File: src/verilog/wdspc_pkg.sv
// Package for the watchdog and soft power control block.
// Assumes a 50 MHz sys_clk and a byte-wide register port.
package wdspc_pkg;
  localparam logic [7:0] WDSPC_ADDR_UNITS = 8'hf1;
  localparam logic [7:0] WDSPC_ADDR_VALUE = 8'hf2;
  localparam logic [7:0] WDSPC_ADDR_CFG = 8'hf3;
  localparam logic [7:0] WDSPC_ADDR_CTRL = 8'hf4;
  localparam logic [7:0] WDSPC_ADDR_DELAY = 8'hb8;
  localparam logic [7:0] WDSPC_RESET_BYTE = 8'h00;
  localparam logic [7:0] WDSPC_DELAY_DEFAULT = 8'h05;
  localparam int WDSPC_UNITS_BIT = 7;
  localparam int WDSPC_CFG_GAME = 0;
  localparam int WDSPC_CFG_KBD = 1;
  localparam int WDSPC_CFG_MOUSE = 2;
  localparam int WDSPC_CFG_LED = 3;
  localparam int WDSPC_CFG_IRQ_LO = 4;
  localparam int WDSPC_CTL_STATUS = 0;
  localparam int WDSPC_CTL_LED = 1;
  localparam int WDSPC_CTL_FORCE = 2;
  localparam int WDSPC_CTL_KBCEN = 3;
  localparam int WDSPC_CTL_ABORT = 5;
  localparam int WDSPC_CTL_RESTART = 6;
  localparam int WDSPC_CTL_POFF = 7;
  localparam logic [3:0] WDSPC_IRQ_OFF = 4'h0;
  localparam logic [3:0] WDSPC_IRQ_BAD = 4'h2;
  localparam int WDSPC_CLK_HZ = 50000000;
  localparam int WDSPC_HALF_SEC_MS = 500;
  localparam int WDSPC_DELAY_STEP_MS = 100;
  localparam int WDSPC_SEC_PER_MIN = 60;
  localparam int WDSPC_CYC_SEC = WDSPC_CLK_HZ;
  localparam int WDSPC_CYC_HALF = WDSPC_CLK_HZ / 1000 * WDSPC_HALF_SEC_MS;
  localparam int WDSPC_CYC_STEP = WDSPC_CLK_HZ / 1000 * WDSPC_DELAY_STEP_MS;
  localparam logic [5:0] WDSPC_MIN_LAST = 6'(WDSPC_SEC_PER_MIN - 1);
  typedef enum {WDSPC_PB_IDLE, WDSPC_PB_RUN, WDSPC_PB_OFF} wdspc_pb_t;
endpackage

File: src/verilog/wdspc_sync.sv
// Three-stage synchroniser for pin inputs with agreement on stages two and three.
// Assumes one sys_clk domain.
`timescale 1ns/100ps
module wdspc_sync
  import wdspc_pkg::*;
(
  input wire logic sys_clk,
  input wire logic reset_n,
  input wire logic clk_en,
  input wire logic pin_in,
  output logic level_out
);
  typedef struct packed {
    logic [2:0] stage;
    logic level;
  } wdspc_sync_t;
  wdspc_sync_t st_q;
  wdspc_sync_t st_d;

  always_comb begin
    st_d = st_q;
    st_d.stage = {st_q.stage[1:0], pin_in};
    if (st_q.stage[1] == st_q.stage[2]) begin
      st_d.level = st_q.stage[2];
    end
  end

  always_ff @(posedge sys_clk) begin
    if (!reset_n) begin
      st_q <= '0;
    end else if (clk_en) begin
      st_q <= st_d;
    end
  end

  assign level_out = st_q.level;
endmodule // wdspc_sync

File: src/verilog/wdspc_top.sv
// Watchdog timer with power LED blink and power-button shutdown delay control.
// Assumes a single 50 MHz sys_clk, synchronous active-low reset, and
// event pins from outside logic that must be synchronised, except game_port_access, which is used unsynchronised.
// Functional notes
// - Units bit 7 selects seconds when one, minutes when zero.
// - Timeout value zero disables the watchdog.
// - Value N from 1 to 255 times out after N units.
// - Game port access re-arms when its enable is set.
// - Keyboard interrupt re-arms when its enable is set.
// - Mouse interrupt re-arms when its enable is set.
// - LED blinks at 1 Hz while status set and enabled.
// - Four-bit field maps interrupt; zero off, two invalid.
// - Status flag is set on timeout, readable and writable.
// - Control LED bit blinks power LED at 1 Hz.
// - Writing force bit makes a timeout; the bit self-clears.
// - Rising edge of kbc line forces timeout when enabled.
// - Only rising edge of kbc line counts, ORed with software force.
// - Abort stops shutdown delay; read shows one when stopped.
// - Restart reloads shutdown delay; repeatable indefinitely.
// - Writing power-off bit forces power down; self-clears.
// - Activate bit clear disables configuration bits 0 and 1.
//
// Chosen here: the address-and-strobe port.
`timescale 1ns/100ps
module wdspc_top
  import wdspc_pkg::*;
#(
  parameter int CYC_SEC = WDSPC_CYC_SEC,
  parameter int CYC_HALF = WDSPC_CYC_HALF,
  parameter int CYC_STEP = WDSPC_CYC_STEP
)
(
  input wire logic sys_clk,
  input wire logic reset_n,
  input wire logic clk_en,
  input wire logic standby_por_n,
  input wire logic dev_activate,
  input wire logic [7:0] reg_addr,
  input wire logic [7:0] reg_wdata,
  input wire logic reg_wr,
  input wire logic reg_rd,
  output logic [7:0] reg_rdata,
  input wire logic game_port_access,
  input wire logic kbd_irq_pin,
  input wire logic mouse_irq_pin,
  input wire logic kbc_force_line,
  input wire logic power_button,
  output logic [15:0] isa_irq,
  output logic power_led,
  output logic power_down
);
  typedef struct packed {
    logic [7:0] units;
    logic [7:0] value;
    logic [7:0] cfg;
    logic status;
    logic led_en;
    logic kbc_en;
    logic [7:0] delay;
    logic [7:0] count;
    logic [31:0] pre;
    logic [5:0] sec_in_min;
    logic [31:0] blink_cnt;
    logic blink;
    logic kbd_prev;
    logic mouse_prev;
    logic kbc_prev;
    logic btn_prev;
    wdspc_pb_t pb;
    logic [7:0] step_left;
    logic [31:0] step_cnt;
    logic poff;
    logic [7:0] rdata;
  } wdspc_state_t;
  wdspc_state_t st_q;
  wdspc_state_t st_d;
  logic kbd_s;
  logic mouse_s;
  logic kbc_s;
  logic btn_s;
  logic wr_ctrl;
  logic rearm;
  logic force_ev;
  logic unit_tick;
  logic led_active;

  wdspc_sync u_sync_kbd (.sys_clk(sys_clk), .reset_n(reset_n), .clk_en(clk_en),
    .pin_in(kbd_irq_pin), .level_out(kbd_s));
  wdspc_sync u_sync_mouse (.sys_clk(sys_clk), .reset_n(reset_n), .clk_en(clk_en),
    .pin_in(mouse_irq_pin), .level_out(mouse_s));
  wdspc_sync u_sync_kbc (.sys_clk(sys_clk), .reset_n(reset_n), .clk_en(clk_en),
    .pin_in(kbc_force_line), .level_out(kbc_s));
  wdspc_sync u_sync_btn (.sys_clk(sys_clk), .reset_n(reset_n), .clk_en(clk_en),
    .pin_in(power_button), .level_out(btn_s));

  assign wr_ctrl = reg_wr && (reg_addr == WDSPC_ADDR_CTRL);

  always_comb begin
    rearm = 1'b0;
    if (dev_activate && st_q.cfg[WDSPC_CFG_GAME] && game_port_access) begin
      rearm = 1'b1;
    end
    if (dev_activate && st_q.cfg[WDSPC_CFG_KBD] && kbd_s && !st_q.kbd_prev) begin
      rearm = 1'b1;
    end
    if (st_q.cfg[WDSPC_CFG_MOUSE] && mouse_s && !st_q.mouse_prev) begin
      rearm = 1'b1;
    end
  end

  assign force_ev = (wr_ctrl && reg_wdata[WDSPC_CTL_FORCE]) ||
    (st_q.kbc_en && kbc_s && !st_q.kbc_prev);

  assign unit_tick = (st_q.pre == 32'(CYC_SEC - 1)) &&
    (st_q.units[WDSPC_UNITS_BIT] || (st_q.sec_in_min == WDSPC_MIN_LAST));

  assign led_active = st_q.led_en || (st_q.cfg[WDSPC_CFG_LED] && st_q.status);

  always_comb begin
    st_d = st_q;
    st_d.kbd_prev = kbd_s;
    st_d.mouse_prev = mouse_s;
    st_d.kbc_prev = kbc_s;
    st_d.btn_prev = btn_s;
    st_d.poff = 1'b0;
    st_d.rdata = WDSPC_RESET_BYTE;
    if (reg_rd) begin
      case (reg_addr)
        WDSPC_ADDR_UNITS: st_d.rdata = st_q.units;
        WDSPC_ADDR_VALUE: st_d.rdata = st_q.value;
        WDSPC_ADDR_CFG: st_d.rdata = st_q.cfg;
        WDSPC_ADDR_CTRL: st_d.rdata = {2'b00, st_q.pb != WDSPC_PB_RUN, 1'b0,
          st_q.kbc_en, 1'b0, st_q.led_en, st_q.status};
        WDSPC_ADDR_DELAY: st_d.rdata = st_q.delay;
        default: st_d.rdata = WDSPC_RESET_BYTE;
      endcase
    end
    if (st_q.pre == 32'(CYC_SEC - 1)) begin
      st_d.pre = '0;
      st_d.sec_in_min = (st_q.sec_in_min == WDSPC_MIN_LAST) ? '0 : st_q.sec_in_min + 6'h01;
    end else begin
      st_d.pre = st_q.pre + 32'h1;
    end
    if (unit_tick && st_q.value != WDSPC_RESET_BYTE && !st_q.status) begin
      if (st_q.count <= 8'h01) begin
        st_d.count = '0;
        st_d.status = 1'b1;
      end else begin
        st_d.count = st_q.count - 8'h01;
      end
    end
    if (reg_wr) begin
      case (reg_addr)
        WDSPC_ADDR_UNITS: st_d.units = reg_wdata & 8'h80;
        WDSPC_ADDR_VALUE: st_d.value = reg_wdata;
        WDSPC_ADDR_CFG: st_d.cfg = reg_wdata;
        WDSPC_ADDR_DELAY: st_d.delay = reg_wdata;
        WDSPC_ADDR_CTRL: begin
          st_d.status = reg_wdata[WDSPC_CTL_STATUS];
          st_d.led_en = reg_wdata[WDSPC_CTL_LED];
          st_d.kbc_en = reg_wdata[WDSPC_CTL_KBCEN];
        end
        default: st_d.rdata = st_d.rdata;
      endcase
    end
    if (rearm || (reg_wr && reg_addr == WDSPC_ADDR_VALUE)) begin
      st_d.count = (reg_wr && reg_addr == WDSPC_ADDR_VALUE) ? reg_wdata : st_q.value;
      st_d.pre = '0;
      st_d.sec_in_min = '0;
    end
    if (force_ev || (unit_tick && st_q.value != WDSPC_RESET_BYTE && st_q.count <= 8'h01)) begin
      st_d.status = 1'b1;
    end
    if (led_active) begin
      if (st_q.blink_cnt == 32'(CYC_HALF - 1)) begin
        st_d.blink_cnt = '0;
        st_d.blink = !st_q.blink;
      end else begin
        st_d.blink_cnt = st_q.blink_cnt + 32'h1;
      end
    end else begin
      st_d.blink_cnt = '0;
      st_d.blink = 1'b0;
    end
    case (st_q.pb)
      WDSPC_PB_IDLE: begin
        if (btn_s && !st_q.btn_prev) begin
          st_d.pb = WDSPC_PB_RUN;
          st_d.step_left = st_q.delay;
          st_d.step_cnt = '0;
        end
      end
      WDSPC_PB_RUN: begin
        if (st_q.step_cnt == 32'(CYC_STEP - 1)) begin
          st_d.step_cnt = '0;
          if (st_q.step_left <= 8'h01) begin
            st_d.pb = WDSPC_PB_OFF;
          end else begin
            st_d.step_left = st_q.step_left - 8'h01;
          end
        end else begin
          st_d.step_cnt = st_q.step_cnt + 32'h1;
        end
      end
      WDSPC_PB_OFF: begin
        st_d.poff = 1'b1;
        st_d.pb = WDSPC_PB_IDLE;
      end
      default: st_d.pb = WDSPC_PB_IDLE;
    endcase
    if (wr_ctrl) begin
      if (reg_wdata[WDSPC_CTL_RESTART] && st_q.pb == WDSPC_PB_RUN) begin
        st_d.step_left = st_q.delay;
        st_d.step_cnt = '0;
        st_d.pb = WDSPC_PB_RUN;
      end
      if (reg_wdata[WDSPC_CTL_ABORT]) begin
        st_d.pb = WDSPC_PB_IDLE;
      end
      if (reg_wdata[WDSPC_CTL_POFF]) begin
        st_d.pb = WDSPC_PB_OFF;
      end
    end
  end

  always_ff @(posedge sys_clk) begin
    if (!reset_n) begin
      st_q.units <= WDSPC_RESET_BYTE;
      st_q.value <= WDSPC_RESET_BYTE;
      st_q.cfg <= WDSPC_RESET_BYTE;
      st_q.delay <= WDSPC_DELAY_DEFAULT;
      st_q.count <= WDSPC_RESET_BYTE;
      st_q.pre <= '0;
      st_q.sec_in_min <= '0;
      st_q.kbd_prev <= 1'b0;
      st_q.mouse_prev <= 1'b0;
      st_q.kbc_prev <= 1'b0;
      st_q.btn_prev <= 1'b0;
      st_q.rdata <= WDSPC_RESET_BYTE;
      if (!standby_por_n) begin
        st_q.status <= 1'b0;
        st_q.led_en <= 1'b0;
        st_q.kbc_en <= 1'b0;
        st_q.blink_cnt <= '0;
        st_q.blink <= 1'b0;
        st_q.pb <= WDSPC_PB_IDLE;
        st_q.step_left <= '0;
        st_q.step_cnt <= '0;
        st_q.poff <= 1'b0;
      end
    end else if (clk_en) begin
      st_q <= st_d;
    end
  end

  generate
    for (genvar i = 0; i < 16; i++) begin : g_irq
      assign isa_irq[i] = st_q.status && (st_q.cfg[7:WDSPC_CFG_IRQ_LO] == 4'(i)) &&
        (4'(i) != WDSPC_IRQ_OFF) && (4'(i) != WDSPC_IRQ_BAD);
    end
  endgenerate

  assign reg_rdata = st_q.rdata;
  assign power_led = st_q.blink;
  assign power_down = st_q.poff;

  // reserved bit four is the host's duty; bit is ignored here.

  property p_force;
    @(posedge sys_clk) disable iff (!reset_n)
      (clk_en && wr_ctrl && reg_wdata[WDSPC_CTL_FORCE]) |=> st_q.status;
  endproperty
  a_force: assert property (p_force) else $error("force did not set status");

  property p_zero;
    @(posedge sys_clk) disable iff (!reset_n)
      (st_q.value == 8'h00 && !st_q.status && !force_ev && !(reg_wr && reg_addr == WDSPC_ADDR_CTRL))
      |=> !st_q.status;
  endproperty
  a_zero: assert property (p_zero) else $error("timeout with zero value");

  property p_irq;
    @(posedge sys_clk) disable iff (!reset_n)
      !st_q.status |-> isa_irq == 16'h0000;
  endproperty
  a_irq: assert property (p_irq) else $error("irq without status");

  property p_bad;
    @(posedge sys_clk) disable iff (!reset_n)
      !isa_irq[2] && !isa_irq[0];
  endproperty
  a_bad: assert property (p_bad) else $error("invalid irq line driven");

  property p_led_off;
    @(posedge sys_clk) disable iff (!reset_n)
      (!led_active && clk_en) |=> !power_led;
  endproperty
  a_led_off: assert property (p_led_off) else $error("led toggled while off");

  property p_poff;
    @(posedge sys_clk) disable iff (!reset_n)
      (clk_en && wr_ctrl && reg_wdata[WDSPC_CTL_POFF]) ##1 clk_en |=> power_down ##1 !power_down;
  endproperty
  a_poff: assert property (p_poff) else $error("power off pulse wrong");

  property p_abort;
    @(posedge sys_clk) disable iff (!reset_n)
      (clk_en && wr_ctrl && reg_wdata[WDSPC_CTL_ABORT] && !reg_wdata[WDSPC_CTL_POFF])
      |=> st_q.pb == WDSPC_PB_IDLE;
  endproperty
  a_abort: assert property (p_abort) else $error("abort did not stop delay");

  property p_load;
    @(posedge sys_clk) disable iff (!reset_n)
      (clk_en && reg_wr && reg_addr == WDSPC_ADDR_VALUE) |=> st_q.count == $past(reg_wdata);
  endproperty
  a_load: assert property (p_load) else $error("count not loaded");

  c_force: cover property (@(posedge sys_clk) disable iff (!reset_n) force_ev);
  c_irq: cover property (@(posedge sys_clk) disable iff (!reset_n) |isa_irq);
  c_poff: cover property (@(posedge sys_clk) disable iff (!reset_n) power_down);
endmodule // wdspc_top

File: config.mk
export PLATFORM = sky130hd
export DESIGN_NAME = wdspc_top
export DESIGN_NICKNAME = d
export VERILOG_FILES = /design/src/verilog/wdspc_pkg.sv /design/src/verilog/wdspc_sync.sv /design/src/verilog/wdspc_top.sv
export SDC_FILE = /design/constraint.sdc
export NUM_CORES = 1
export LEC_CHECK = 0
export BUFFER_PORTS_ARGS = -buffer_cell sky130_fd_sc_hd__buf_4
export CORE_UTILIZATION = 50
export DETAILED_ROUTE_END_ITERATION = 12
export HOLD_SLACK_MARGIN = 0.1
export PLACE_DENSITY = 0.67
export SYNTH_ARGS = -nofsm -noshare
export SYNTH_HDL_FRONTEND = slang
export SYNTH_SLANG_ARGS = --single-unit
export TNS_END_PERCENT = 50
File: constraint.sdc
create_clock -name sys_clk -period 16.1 [get_ports sys_clk]
set_input_delay 1.61 -clock sys_clk [delete_from_list [all_inputs] [get_ports sys_clk]]
set_output_delay 1.61 -clock sys_clk [all_outputs]
set_load 0.02 [all_outputs]
==> tab_implementation.tex, run 1 <==
\begin{tabular}{lr}
\hline
Metric & Value \\
\hline
\multicolumn{2}{l}{\textbf{STA}} \\
Final Hold Vio Count & 0 \\
Setup repair after global routing missed its margin & no \\
Final worst clock skew & 0.0223 ns \\
Crit path setup slack, layout & 11.93 ns \\
Slew Limit Fails & 0 \\
Max transition margin & 32.3\% \\
Min cycle time layout & 4.17 ns \\
Final Setup Violations & 0 \\
Maximum operating frequency & 0.240 GHz \\
Period utilisation layout & 25.9\% \\
Tightest Pin Transition & 1.01 ns \\
Aggregate negative setup slack & 0 ns \\
\multicolumn{2}{l}{\textbf{Floorplan}} \\
Number of rows created at floorplan & 53 \\
Initial cell density of the core & 51.5\% \\
Die area & 0.0225 mm\^{}2 \\
Area inside the core boundary & 0.0213 mm\^{}2 \\
Horizontal extent of the die & 150 um \\
Die Y-Extent & 150 um \\
Ports placed on the boundary & 54 \\
\multicolumn{2}{l}{\textbf{Cells and area}} \\
Final design instance area without fill & 0.0123 mm\^{}2 \\
Net count reported at finish & 1237 \\
Total area of multi-input combinational cells & 0.00548 mm\^{}2 \\
Fill cell instance count of the final layout & 1849 \\
Storage cell area & 0.00526 mm\^{}2 \\
Layout cell share with drive strength beyond 1 & 9.43\% \\
Area growth syn-to-layout & 12.3\% \\
Number of diodes added for antenna fixing & 0 \\
\multicolumn{2}{l}{\textbf{Drt}} \\
Initial detailed-routing violation count & 710 \\
DRC violations left & 0 \\
Routed wire length & 25.9 mm \\
Via count & 8777 \\
Pre-Repair DR Iteration Count & 6 \\
Number of vias per cell after detailed routing & 5.87 \\
WL per Instance & 17.3 um \\
Count of nets left with antenna violations after detail routing & 0 \\
\multicolumn{2}{l}{\textbf{Placement}} \\
Input/output buffers & 51 \\
HPWL after detailed placement & 17.3 mm \\
Placed instance area & 0.0116 mm\^{}2 \\
Placer Congestion & 0.860 \\
Placement Setup Slack & 11.40 ns \\
\multicolumn{2}{l}{\textbf{Clock tree}} \\
Number of setup buffers added after CTS & 0 \\
Number of buffers inserted for hold repair after clock tree synthesis & 0 \\
Root buffer selected by CTS & clkbuf\_16 \\
Clock buffer count from CTS & 24 \\
Number of levels in the clock H-tree & 1 \\
TritonCTS clock tree & built \\
Clock Sinks & 208 \\
Number of buffers between clock root and the deepest sink & 3 \\
Worst skew pair latency & 0.52 ns \\
Clock transition time at the flip-flop clock pins of the worst setup and hold paths & 0.06 ns \\
Number of gates resized after cts & 0 \\
\multicolumn{2}{l}{\textbf{Worst setup path}} \\
CP startpoint & clk\_en \\
Startpoint of the most critical register-to-register path & st\_q[71]\$\_SDFFCE\_PN0P\_ \\
Crit path launch type & primary input \\
Path type of the worst setup path & primary input to flop \\
Maximum fanout encountered on the critical timing path & 77 \\
Crit path arrival time & 4.40 ns \\
Critical Path End Type & flop \\
Data required, critical path & 16.34 ns \\
\multicolumn{2}{l}{\textbf{Global routing}} \\
Antenna violations before repair & 0 \\
Largest net degree at the start of global routing & 78 \\
Wire length of the first global-routing pass & 42.7 mm \\
Sum of overflow across all layers after global routing & 0 \\
Vias in the first global route & 8300 \\
Global-route total usage across every layer & 23.4\% \\
\multicolumn{2}{l}{\textbf{Status}} \\
Outcome & finished, final reports clean \\
\multicolumn{2}{l}{\textbf{Synth}} \\
Sequential cell area fraction in the yosys report & 47.9\% \\
Async SR Flop Fraction & 0\% \\
Number of flops mapped to enable cells by yosys & 109 \\
Main flop type after synthesis & edfxtp\_1 \\
Warnings, synthesis & 0 \\
Mean instance size in the synthesized netlist & 9.52 um\^{}2 \\
Syn Std Cell Area & 0.0110 mm\^{}2 \\
Cell count after synthesis & 1151 \\
Flop and latch count out of synthesis & 208 \\
Synth cell types & 77 \\
\multicolumn{2}{l}{\textbf{Run}} \\
Number of maximum-capacitance violations & 0 \\
\multicolumn{2}{l}{\textbf{Pwr}} \\
Total power divided by cell area & 96.6 mW/mm\^{}2 \\
Maximum vdd ir drop & 0.0805 mV \\
Leakage Power & 0.00421 uW \\
Post-layout total power & 1190 uW \\
\multicolumn{2}{l}{\textbf{Hold path}} \\
Launch instance of the worst min-delay path & reg\_rdata[6]\$\_SDFFE\_PN0P\_ \\
Hold Crit Class & flop to flop \\
\hline
\end{tabular}
-- synth_stat cells, types with 29 or more instances --
cell type,instances,share of area (%)
xnor2_1,29,2.3
edfxtp_1,109,30
mux2i_1,33,3.0
nor2b_1,39,2.2
and3_1,38,2.2
a21oi_1,42,1.9
clkbuf_1,39,1.3
nand2_1,92,3.1
nand3_1,62,2.8
dfxtp_1,99,18
nor2_1,123,4.2
nor4_1,31,1.8
nor3_1,45,2.1
o21ai_0,46,2.1
xor2_1,35,2.8
-- where the power goes --
group / internal, uW / switching, uW
logic: 25.2 / 38.8
clock network: 301 / 217
registers: 586 / 21.9
total: 912 / 278
-- cells in the final DEF (no fill, tap or decap), types with 11 or more instances in the layout --
cell,Yosys,routed
and4_1,12,12
xnor2_1,29,29
nand3_1,62,62
nor3_1,45,44
nor2b_1,39,39
dfxtp_1,99,99
nand4_1,17,17
a21boi_0,26,26
xor2_1,35,35
nand2_1,92,92
mux2i_1,33,32
or3_1,11,11
conb_1,1,32
nor2_1,123,123
and3_1,38,38
edfxtp_1,109,109
inv_1,14,14
o21ai_0,46,46
a21oi_1,42,42
clkbuf_16,0,24
and2_1,18,18
a31oi_1,11,11
buf_4,12,58
nor4_1,31,31
-- critical path, cell delays in order --
cell,delay (ns)
buf_4,0.47
inv_1,0.48
mux2i_4,0.24
buf_4,0.42
buf_4,0.81
nor2b_1,0.23
-- metrics by stage --
stage / util (%) / instances / hold slack [ns]
floorplan: - / 1182 / 0.443
global placement: 54.3 / 1450 / 0.468
detailed placement: 54.3 / 1450 / 0.470
CTS: 57.9 / 1494 / 0.480
global route: 57.9 / 1494 / 0.506
finish: 57.9 / 1494 / 0.475
-- metal layers --
| metal | routed length, um | vias up | GRT usage [%] |
|---|---|---|---|
| met1 | 12000 | 4155 | 32.9 |
| met3 | 1220 | 47 | 2.93 |
| li1 | - | 4334 | - |
| met2 | 12100 | 241 | 38.1 |
| met5 | 0 | - | 0 |
| met4 | 602 | 0 | 6.36 |
-- worst paths after layout --
kind / depth (start not counted) / to / slack (ns)
worst min register to register: 2 / reg_rdata[6]$_SDFFE_PN0P_ / 0.47
worst max-delay path: 6 / power_led$_SDFFCE_PN0P_ / 11.93
worst min-delay path: 2 / reg_rdata[6]$_SDFFE_PN0P_ / 0.47
worst max register to register: 6 / st_q[23]$_SDFFCE_PN0P_ / 12.52
-- cell type report --
cell class	instances	area share (%)
Clock inverter	12	0.792
Sequential cell	208	42.7
Inverter	15	0.457
Timing Repair Buffer	58	3.54
Clock buffer	32	5.28
Multi-Input combinational cell	894	44.5
Tap cell	275	2.79
-- sequential cells by signal (all words and copies together) (netlist names) --
| register | cells |
|---|---|
| u_sync_mouse.level_out | 1 |
| u_sync_kbc.st_q | 1 |
| u_sync_kbd.st_d | 2 |
| u_sync_kbd.st_q | 1 |
| u_sync_mouse.st_q | 1 |
| u_sync_mouse.st_d | 2 |
| reg_rdata | 8 |
| u_sync_kbc.st_d | 2 |
| u_sync_btn.st_d | 2 |
| power_down | 1 |
| power_led | 1 |
| u_sync_btn.level_out | 1 |
| u_sync_btn.st_q | 1 |
| u_sync_kbd.level_out | 1 |
| st_q | 182 |
| u_sync_kbc.level_out | 1 |
-- kinds of logic after synthesis --
logic type / Yosys count / share of synthesized area [%]
xor gates and xnor gates: 64 / 5.11
adders and majority gates: 8 / 0.913
muxes: 33 / 3.01
DFF: 208 / 47.9
buffers and inverters: 80 / 3.33
and+or+nand+nor: 549 / 26.8
AOI/OAI and AO/OA: 208 / 12.9
other: 1 / 0.0342
Power figures use the tool's default switching activity.
==> run 2, diff against run 1 <==
--- a/config.mk
+++ b/config.mk
@@ -5,11 +5,12 @@
 export SDC_FILE = /design/constraint.sdc
 export NUM_CORES = 1
 export LEC_CHECK = 0
+export ABC_AREA = 1
 export BUFFER_PORTS_ARGS = -buffer_cell sky130_fd_sc_hd__buf_4
 export CORE_UTILIZATION = 50
 export DETAILED_ROUTE_END_ITERATION = 12
 export HOLD_SLACK_MARGIN = 0.1
-export PLACE_DENSITY = 0.67
+export PLACE_DENSITY = 0.69
 export SYNTH_ARGS = -nofsm -noshare
 export SYNTH_HDL_FRONTEND = slang
 export SYNTH_SLANG_ARGS = --single-unit
==> constraint.sdc (replaced) <==
create_clock -name sys_clk -period 3.41 [get_ports sys_clk]
set_input_delay 0.341 -clock sys_clk [delete_from_list [all_inputs] [get_ports sys_clk]]
set_output_delay 0.341 -clock sys_clk [all_outputs]
set_load 0.02 [all_outputs]
==> tab_implementation.tex, run 2 <==
\begin{tabular}{lr}
\hline
Metric & Value \\
\hline
\multicolumn{2}{l}{\textbf{STA}} \\
Aggregate negative setup slack & 0 ns (unchanged) \\
Slew Limit Fails & 0 (unchanged) \\
Min cycle time layout & 2.42 ns \\
Setup repair after global routing missed its margin & no \\
Final Hold Vio Count & 0 (unchanged) \\
Final worst clock skew & 0.0123 ns (-0.0100 ns) \\
Final Setup Violations & 0 (unchanged) \\
Tightest Pin Transition & 1.14 ns (+0.124 ns) \\
Max transition margin & 23.9\% (-8.4 points) \\
Period utilisation layout & 71.0\% \\
Maximum operating frequency & 0.413 GHz \\
\multicolumn{2}{l}{\textbf{Cells and area}} \\
Layout cell share with drive strength beyond 1 & 10.0\% (+0.58 points) \\
Largest register FFs & 182 (unchanged) \\
Final design instance area without fill & 0.0140 mm\^{}2 (+14\%) \\
Net count reported at finish & 1845 (+49\%) \\
Leading cell types in the layout, fill and taps excluded & nand2\_1, nor2\_1, nand3\_1, inv\_1, a21oi\_1 \\
Post-Route Utilization & 57.6\% (-0.25 points) \\
Layout Cells excl Fill & 2152 (+44\%) \\
Number of diodes added for antenna fixing & 0 (unchanged) \\
Leading cell type in the layout, fill and taps excluded & nand2\_1 \\
Area growth syn-to-layout & 12.7\% \\
Fill cell instance count of the final layout & 2283 (+23\%) \\
Register with the highest flop count & st\_q \\
\multicolumn{2}{l}{\textbf{Worst setup path}} \\
Endpoint of the worst-slack reg-to-reg timing path & st\_q[112]\$\_SDFFCE\_PN0P\_ \\
Crit path launch type & flop \\
Slowest stage cell, crit path & nand2\_1 \\
Peak per-stage delay on the critical path & 0.41 ns (-0.40 ns) \\
Capturing instance or port of the critical path & st\_q[112]\$\_SDFFCE\_PN0P\_ \\
Data required, critical path & 3.69 ns (-12.65 ns) \\
Critical Path, Cell by Cell & ha\_1 > nand3\_1 > nor2\_2 > inv\_1 > nor2\_1 > nand4\_1 > nand2\_1 > inv\_1 > nand2\_1 > nor2\_1 \\
Critical Path End Type & flop \\
CP startpoint & st\_q[86]\$\_SDFFCE\_PN0P\_ \\
Crit path arrival time & 2.71 ns (-1.69 ns) \\
Worst Reg-to-Reg Cells & 10 (+4) \\
Path type of the worst setup path & flop to flop \\
Register-to-register path setup slack & 0.99 ns (-11.53 ns) \\
Startpoint of the most critical register-to-register path & st\_q[86]\$\_SDFFCE\_PN0P\_ \\
Maximum fanout encountered on the critical timing path & 13 (-83\%) \\
\multicolumn{2}{l}{\textbf{Clock tree}} \\
Number of levels in the clock H-tree & 1 (unchanged) \\
Number of buffers inserted for hold repair after clock tree synthesis & 7 (+7) \\
Clock transition time at the flip-flop clock pins of the worst setup and hold paths & 0.06 ns (about the same) \\
Clock Sinks & 208 (unchanged) \\
Clock buffer count from CTS & 25 (+4.2\%) \\
Number of setup buffers added after CTS & 0 (unchanged) \\
Worst skew pair latency & 0.53 ns (about the same) \\
Root buffer selected by CTS & clkbuf\_16 \\
TritonCTS clock tree & built \\
Number of buffers between clock root and the deepest sink & 3 (unchanged) \\
Number of gates resized after cts & 0 (unchanged) \\
\multicolumn{2}{l}{\textbf{Floorplan}} \\
Horizontal extent of the die & 160 um (+6.4\%) \\
Die Y-Extent & 160 um (+6.4\%) \\
Number of rows created at floorplan & 57 (+7.5\%) \\
Die area & 0.0255 mm\^{}2 (+13\%) \\
Ports placed on the boundary & 54 (unchanged) \\
Area inside the core boundary & 0.0243 mm\^{}2 (+14\%) \\
Initial cell density of the core & 51.1\% (-0.39 points) \\
\multicolumn{2}{l}{\textbf{Global routing}} \\
Vias in the first global route & 10740 (+29\%) \\
Antenna violations before repair & 0 (unchanged) \\
Wire length of the first global-routing pass & 52.0 mm (+22\%) \\
Largest net degree at the start of global routing & 57 (-27\%) \\
Sum of overflow across all layers after global routing & 0 (unchanged) \\
Global-route total usage across every layer & 24.4\% (+0.91 points) \\
\multicolumn{2}{l}{\textbf{Synth}} \\
Syn Std Cell Area & 0.0124 mm\^{}2 (+13\%) \\
Mean instance size in the synthesized netlist & 7.16 um\^{}2 (-25\%) \\
Fraction of synthesized cell area taken by the top area cell type & 26.3\% (-3.5 points) \\
Sequential cell area fraction in the yosys report & 42.3\% (-5.7 points) \\
Cell count after synthesis & 1737 (+51\%) \\
Async SR Flop Fraction & 0\% (unchanged) \\
Dominant cell type by area after synthesis & edfxtp\_1 \\
Synth top cells by count & nand2\_1, nor2\_1, nand3\_1 \\
Number of flops mapped to enable cells by yosys & 109 (unchanged) \\
Synth cell types & 53 (-31\%) \\
Cell types with the largest area share after synthesis & edfxtp\_1, dfxtp\_1, nand2\_1 \\
Flop and latch count out of synthesis & 208 (unchanged) \\
Most common cell in the netlist & nand2\_1 \\
Warnings, synthesis & 0 (unchanged) \\
Main flop type after synthesis & edfxtp\_1 \\
\multicolumn{2}{l}{\textbf{Drt}} \\
WL per Instance & 14.5 um (-16\%) \\
Routed wire length & 31.2 mm (+21\%) \\
Pre-Repair DR Iteration Count & 7 (+1) \\
Via count & 11576 (+32\%) \\
Initial detailed-routing violation count & 906 (+28\%) \\
Number of vias per cell after detailed routing & 5.38 (-8.4\%) \\
Count of nets left with antenna violations after detail routing & 0 (unchanged) \\
DRC violations left & 0 (unchanged) \\
\multicolumn{2}{l}{\textbf{Placement}} \\
Input/output buffers & 51 (unchanged) \\
Cell count after placement & 2099 (+45\%) \\
Placed instance area & 0.0131 mm\^{}2 (+13\%) \\
Placer Congestion & 0.941 (+9.4\%) \\
HPWL after detailed placement & 22.3 mm (+29\%) \\
\multicolumn{2}{l}{\textbf{Pwr}} \\
Leakage Power & 0.00530 uW (+26\%) \\
Maximum vdd ir drop & 0.389 mV (+380\%) \\
Total power divided by cell area & 423 mW/mm\^{}2 (+340\%) \\
\multicolumn{2}{l}{\textbf{Status}} \\
Outcome & finished, final reports clean \\
\multicolumn{2}{l}{\textbf{Run}} \\
Number of maximum-capacitance violations & 0 (unchanged) \\
\multicolumn{2}{l}{\textbf{Hold path}} \\
Hold Crit Class & primary input to flop \\
\hline
\end{tabular}
-- run 2: changes by cell type after synthesis, sizes merged, moves of 33 or more --
| cell | delta |
|---|---|
| nand2 | +332 |
| nor2 | +179 |
| inv | +163 |
| nand3 | +101 |
| a21oi | +73 |
| o21ai | +44 |
| nor2b | -38 |
| and3 | -36 |
| mux2i | -33 |
-- run 2: layout make-up --
cell class	instances	area (um^2)	share of cell area [%]
sequential	208	5260	37.5
timing repair buffer	66	526	3.75
multi-input combinational	1329	6330	45.2
inverter	179	672	4.80
tap	324	405	2.89
clock buffer	29	641	4.57
clock inverter	17	176	1.26
-- run 2: layer usage --
layer | up-vias | track usage (%) | share of wire (%)
li1 | 5868 | - | -
met1 | 5326 | 32.3 | 45
met2 | 325 | 41.8 | 48
met3 | 57 | 3.01 | 5.2
met4 | 0 | 6.64 | 2.3
met5 | - | 0 | 0
-- run 2: kinds of logic after synthesis --
group | after synthesis | share of synthesized area, %
adder cells (fa/ha/maj) | 8 | 0.805
AO/OA/AOI/OAI | 236 | 10.2
other | 1 | 0.0302
flip-flops | 208 | 42.3
AND/OR/NAND/NOR | 1023 | 36.8
XOR/XNOR | 30 | 2.11
buffers and inverters | 231 | 7.80
-- run 2: worst max-delay path: cells and delay by family (launching register included) --
kind                     cells  cell delay (ns)
adder cells (fa/ha/maj)      1             0.21
buffers and inverters        2             0.30
flip-flops                   1             0.38
AND/OR/NAND/NOR              7             1.27
-- run 2: how the worst min path moves through the flow --
stage / start / end / slack (ns) / depth (start not counted)
final: reg_wdata[6] / st_q[170]$_SDFFE_PN0P_ / 0.12 / 3
after global routing: reg_wdata[0] / st_q[175]$_SDFFE_PN0P_ / 0.12 / 3
after detailed placement: reg_rdata[6]$_SDFFE_PN0P_ / reg_rdata[6]$_SDFFE_PN0P_ / 0.47 / 2
after global placement: reg_rdata[7]$_SDFFE_PN0P_ / reg_rdata[7]$_SDFFE_PN0P_ / 0.46 / 2
after CTS: reg_wdata[6] / st_q[170]$_SDFFE_PN0P_ / 0.10 / 3
after floorplan: st_q[177]$_SDFFE_PN0P_ / st_q[177]$_SDFFE_PN0P_ / 0.43 / 2
-- run 2: per-stage QoR --
| step | total power, uW | setup slack, ns | hold WS, ns |
|---|---|---|---|
| finish | 5920 | 0.989 | 0.120 |
| global route | 6140 | 0.699 | 0.116 |
| CTS | 5970 | 0.973 | 0.101 |
| detailed placement | 3310 | 0.869 | 0.465 |
| global placement | 3300 | 1.02 | 0.456 |
| floorplan | 3180 | 0.469 | 0.435 |
-- run 2: power by group --
part | switching [uW] | total [uW] | leakage [uW] | internal (uW)
clock network | 1070 | 2650 | 0.000403 | 1580
logic | 283 | 415 | 0.00301 | 132
registers | 91.5 | 2860 | 0.00189 | 2760
total | 1450 | 5920 | 0.00530 | 4480
==> run 3, diff against run 2 <==
==> constraint.sdc (replaced) <==
create_clock -name sys_clk -period 1.9 [get_ports sys_clk]
set_input_delay 0.19 -clock sys_clk [delete_from_list [all_inputs] [get_ports sys_clk]]
set_output_delay 0.19 -clock sys_clk [all_outputs]
set_load 0.02 [all_outputs]
==> tab_implementation.tex, run 3 (same netlist as run 2, synthesis figures left out) <==
\begin{tabular}{lr}
\hline
Metric & Value \\
\hline
\multicolumn{2}{l}{\textbf{Pwr}} \\
Part of the total power dissipated in combinational logic & 9.7\% (+2.7 points) \\
Clock power frac & 44.0\% (-0.8 points) \\
Internal power consumption & 8330 uW (+86\%) \\
Switching pwr & 2690 uW (+86\%) \\
Leakage Power & 0.00644 uW (+22\%) \\
Fraction of power spent switching nets & 24.4\% (+0.035 points) \\
Total power divided by cell area & 674 mW/mm\^{}2 (+59\%) \\
Maximum vdd ir drop & 0.769 mV (+98\%) \\
Proportion of power drawn by flip-flops and latches & 46.3\% (-1.9 points) \\
\multicolumn{2}{l}{\textbf{Global routing}} \\
Antenna violations before repair & 0 (unchanged) \\
Global-route total usage across every layer & 26.0\% (+1.7 points) \\
Largest net degree at the start of global routing & 49 (-14\%) \\
Vias in the first global route & 11684 (+8.8\%) \\
Wire length of the first global-routing pass & 55.2 mm (+6.2\%) \\
Sum of overflow across all layers after global routing & 0 (unchanged) \\
\multicolumn{2}{l}{\textbf{Floorplan}} \\
Initial cell density of the core & 51.1\% (unchanged) \\
Die Y-Extent & 160 um (unchanged) \\
Area inside the core boundary & 0.0243 mm\^{}2 (unchanged) \\
Ports placed on the boundary & 54 (unchanged) \\
Die area & 0.0255 mm\^{}2 (unchanged) \\
Number of rows created at floorplan & 57 (unchanged) \\
Horizontal extent of the die & 160 um (unchanged) \\
\multicolumn{2}{l}{\textbf{Clock tree}} \\
Clock transition time at the flip-flop clock pins of the worst setup and hold paths & 0.06 ns (about the same) \\
Root buffer selected by CTS & clkbuf\_16 \\
Number of levels in the clock H-tree & 1 (unchanged) \\
Clock Sinks & 208 (unchanged) \\
Clock buffer count from CTS & 24 (-4.0\%) \\
TritonCTS clock tree & built \\
Number of buffers between clock root and the deepest sink & 3 (unchanged) \\
Worst skew pair latency & 0.53 ns (about the same) \\
\multicolumn{2}{l}{\textbf{Drt}} \\
Initial detailed-routing violation count & 1029 (+14\%) \\
WL per Instance & 15.1 um (+4.0\%) \\
Count of nets left with antenna violations after detail routing & 0 (unchanged) \\
Routed wire length & 35.3 mm (+13\%) \\
Number of vias per cell after detailed routing & 5.37 (-0.13\%) \\
Via count & 12544 (+8.4\%) \\
DRC violations left & 0 (unchanged) \\
Pre-Repair DR Iteration Count & 5 (-2) \\
\multicolumn{2}{l}{\textbf{STA}} \\
Setup repair after global routing missed its margin & yes \\
Crit path setup slack, layout & -0.0837 ns (-1.07 ns) \\
Maximum operating frequency & 0.504 GHz (+22\%) \\
Worst hold slack across all endpoints & 0.128 ns (+0.00776 ns) \\
Period utilisation layout & 104\% (+33 points) \\
Slew Limit Fails & 0 (unchanged) \\
Final Hold Vio Count & 0 (unchanged) \\
Min cycle time layout & 1.98 ns (-0.438 ns) \\
Final Setup Violations & 29 (+29) \\
Aggregate negative setup slack & -0.947 ns (-0.947 ns) \\
Final worst clock skew & 0.0193 ns (+0.00706 ns) \\
\multicolumn{2}{l}{\textbf{Cells and area}} \\
Area growth syn-to-layout & 31.4\% \\
Leading cell types in the layout, fill and taps excluded & nand2\_1, nor2\_1, buf\_4, inv\_1, nand3\_1 \\
Layout cell share with drive strength beyond 1 & 24.0\% (+14 points) \\
Fill cell instance count of the final layout & 2093 (-8.3\%) \\
Net count reported at finish & 2029 (+10\%) \\
Leading cell type in the layout, fill and taps excluded & nand2\_1 \\
Number of diodes added for antenna fixing & 0 (unchanged) \\
Register with the highest flop count & st\_q \\
Largest register FFs & 182 (unchanged) \\
\multicolumn{2}{l}{\textbf{Hold path}} \\
Worst hold path stage count & 5 (+2) \\
Hold Crit Class & primary input to flop \\
\multicolumn{2}{l}{\textbf{Worst setup path}} \\
Critical Path End Type & flop \\
Peak per-stage delay on the critical path & 0.43 ns (+0.02 ns) \\
Critical Path, Cell by Cell & buf\_4 > nand3\_4 > nor2\_4 > buf\_6 > nand2\_4 > nor2\_4 > nand2\_4 > nor2\_4 > nand2\_2 > nor2\_4 > nand2\_2 > nor2\_1 > nor2\_1 \\
Crit path launch type & flop \\
Worst path most repeated cell & nor2\_4 \\
Slowest stage cell, crit path & edfxtp\_1 \\
Data required, critical path & 2.19 ns (-1.50 ns) \\
Path type of the worst setup path & flop to flop \\
Maximum fanout encountered on the critical timing path & 4 (-9) \\
Worst Reg-to-Reg Cells & 13 (+3) \\
Crit path arrival time & 2.27 ns (-0.44 ns) \\
\multicolumn{2}{l}{\textbf{Placement}} \\
Placer Congestion & 0.961 (+2.1\%) \\
HPWL after detailed placement & 24.4 mm (+9.2\%) \\
Input/output buffers & 51 (unchanged) \\
\multicolumn{2}{l}{\textbf{Status}} \\
Failing checks & setup timing \\
Outcome & finished with violations \\
\multicolumn{2}{l}{\textbf{Run}} \\
Number of maximum-capacitance violations & 0 (unchanged) \\
\hline
\end{tabular}
run 3: per-layer routing:
metal,vias up,track usage (%),wire (um)
li1,6265,-,-
met3,61,2.91,1830
met5,-,0,0
met4,0,7.74,727
met2,342,45.6,17500
met1,5876,33.8,15200
run 3: worst paths after layout:
path	end	slack, ns	startpoint
setup / recovery	st_q[114]$_SDFFCE_PN0P_	-0.08	st_q[88]$_SDFFCE_PN0P_
hold / removal	reg_rdata[4]$_SDFFE_PN0P_	0.13	reg_rd
setup reg to reg	st_q[114]$_SDFFCE_PN0P_	-0.08	st_q[88]$_SDFFCE_PN0P_
hold reg to reg	u_sync_mouse.st_q[3]$_SDFFE_PN0P_	0.48	u_sync_mouse.st_q[3]$_SDFFE_PN0P_
run 3: cell type report:
class | instances | area [um^2] | share of cell area (%)
tap | 324 | 405 | 2.48
inverter | 179 | 699 | 4.28
multi-input combinational | 1330 | 6950 | 42.5
sequential | 208 | 5260 | 32.2
clock inverter | 6 | 72.6 | 0.444
timing repair buffer | 250 | 2180 | 13.3
clock buffer | 38 | 772 | 4.72
run 3: through the flow:
stage	total power, uW	cell area, um^2	util, %	setup WS [ns]	cells
4_1_cts	11000	15300	63.0	-0.0261	2296
3_5_place_dp	6100	14200	58.4	-0.159	2229
5_1_grt	11400	16300	67.2	-0.191	2335
2_1_floorplan	5700	12600	-	-0.770	1768
6_report	11000	16300	67.2	-0.0837	2335
3_3_place_gp	6070	14200	58.4	-0.145	2229
run 3: worst max-delay path: cells and delay by family (launching register included):
kind	cells	cell delay, ns
buf+inv	2	0.28
simple gates	11	1.03
flops	1	0.43
run 3: repair_timing:
item                                    4_1_cts  5_1_grt
buffers inserted                              7       34
gates cloned                                  0        5
endpoints found under the setup margin       37      102
pin swaps                                     2       42
hold endpoints to repair                     40        0
hold buffers                                 16        0
gates resized for setup                      18      185
run 3: power groups by stage:
stage | logic [uW] | registers (uW) | clock network [uW]
2_1_floorplan | 530 | 5170 | 0
3_3_place_gp | 900 | 5170 | 0
3_5_place_dp | 916 | 5180 | 0
4_1_cts | 967 | 5080 | 4930
5_1_grt | 1180 | 5120 | 5080
6_report | 1070 | 5100 | 4850
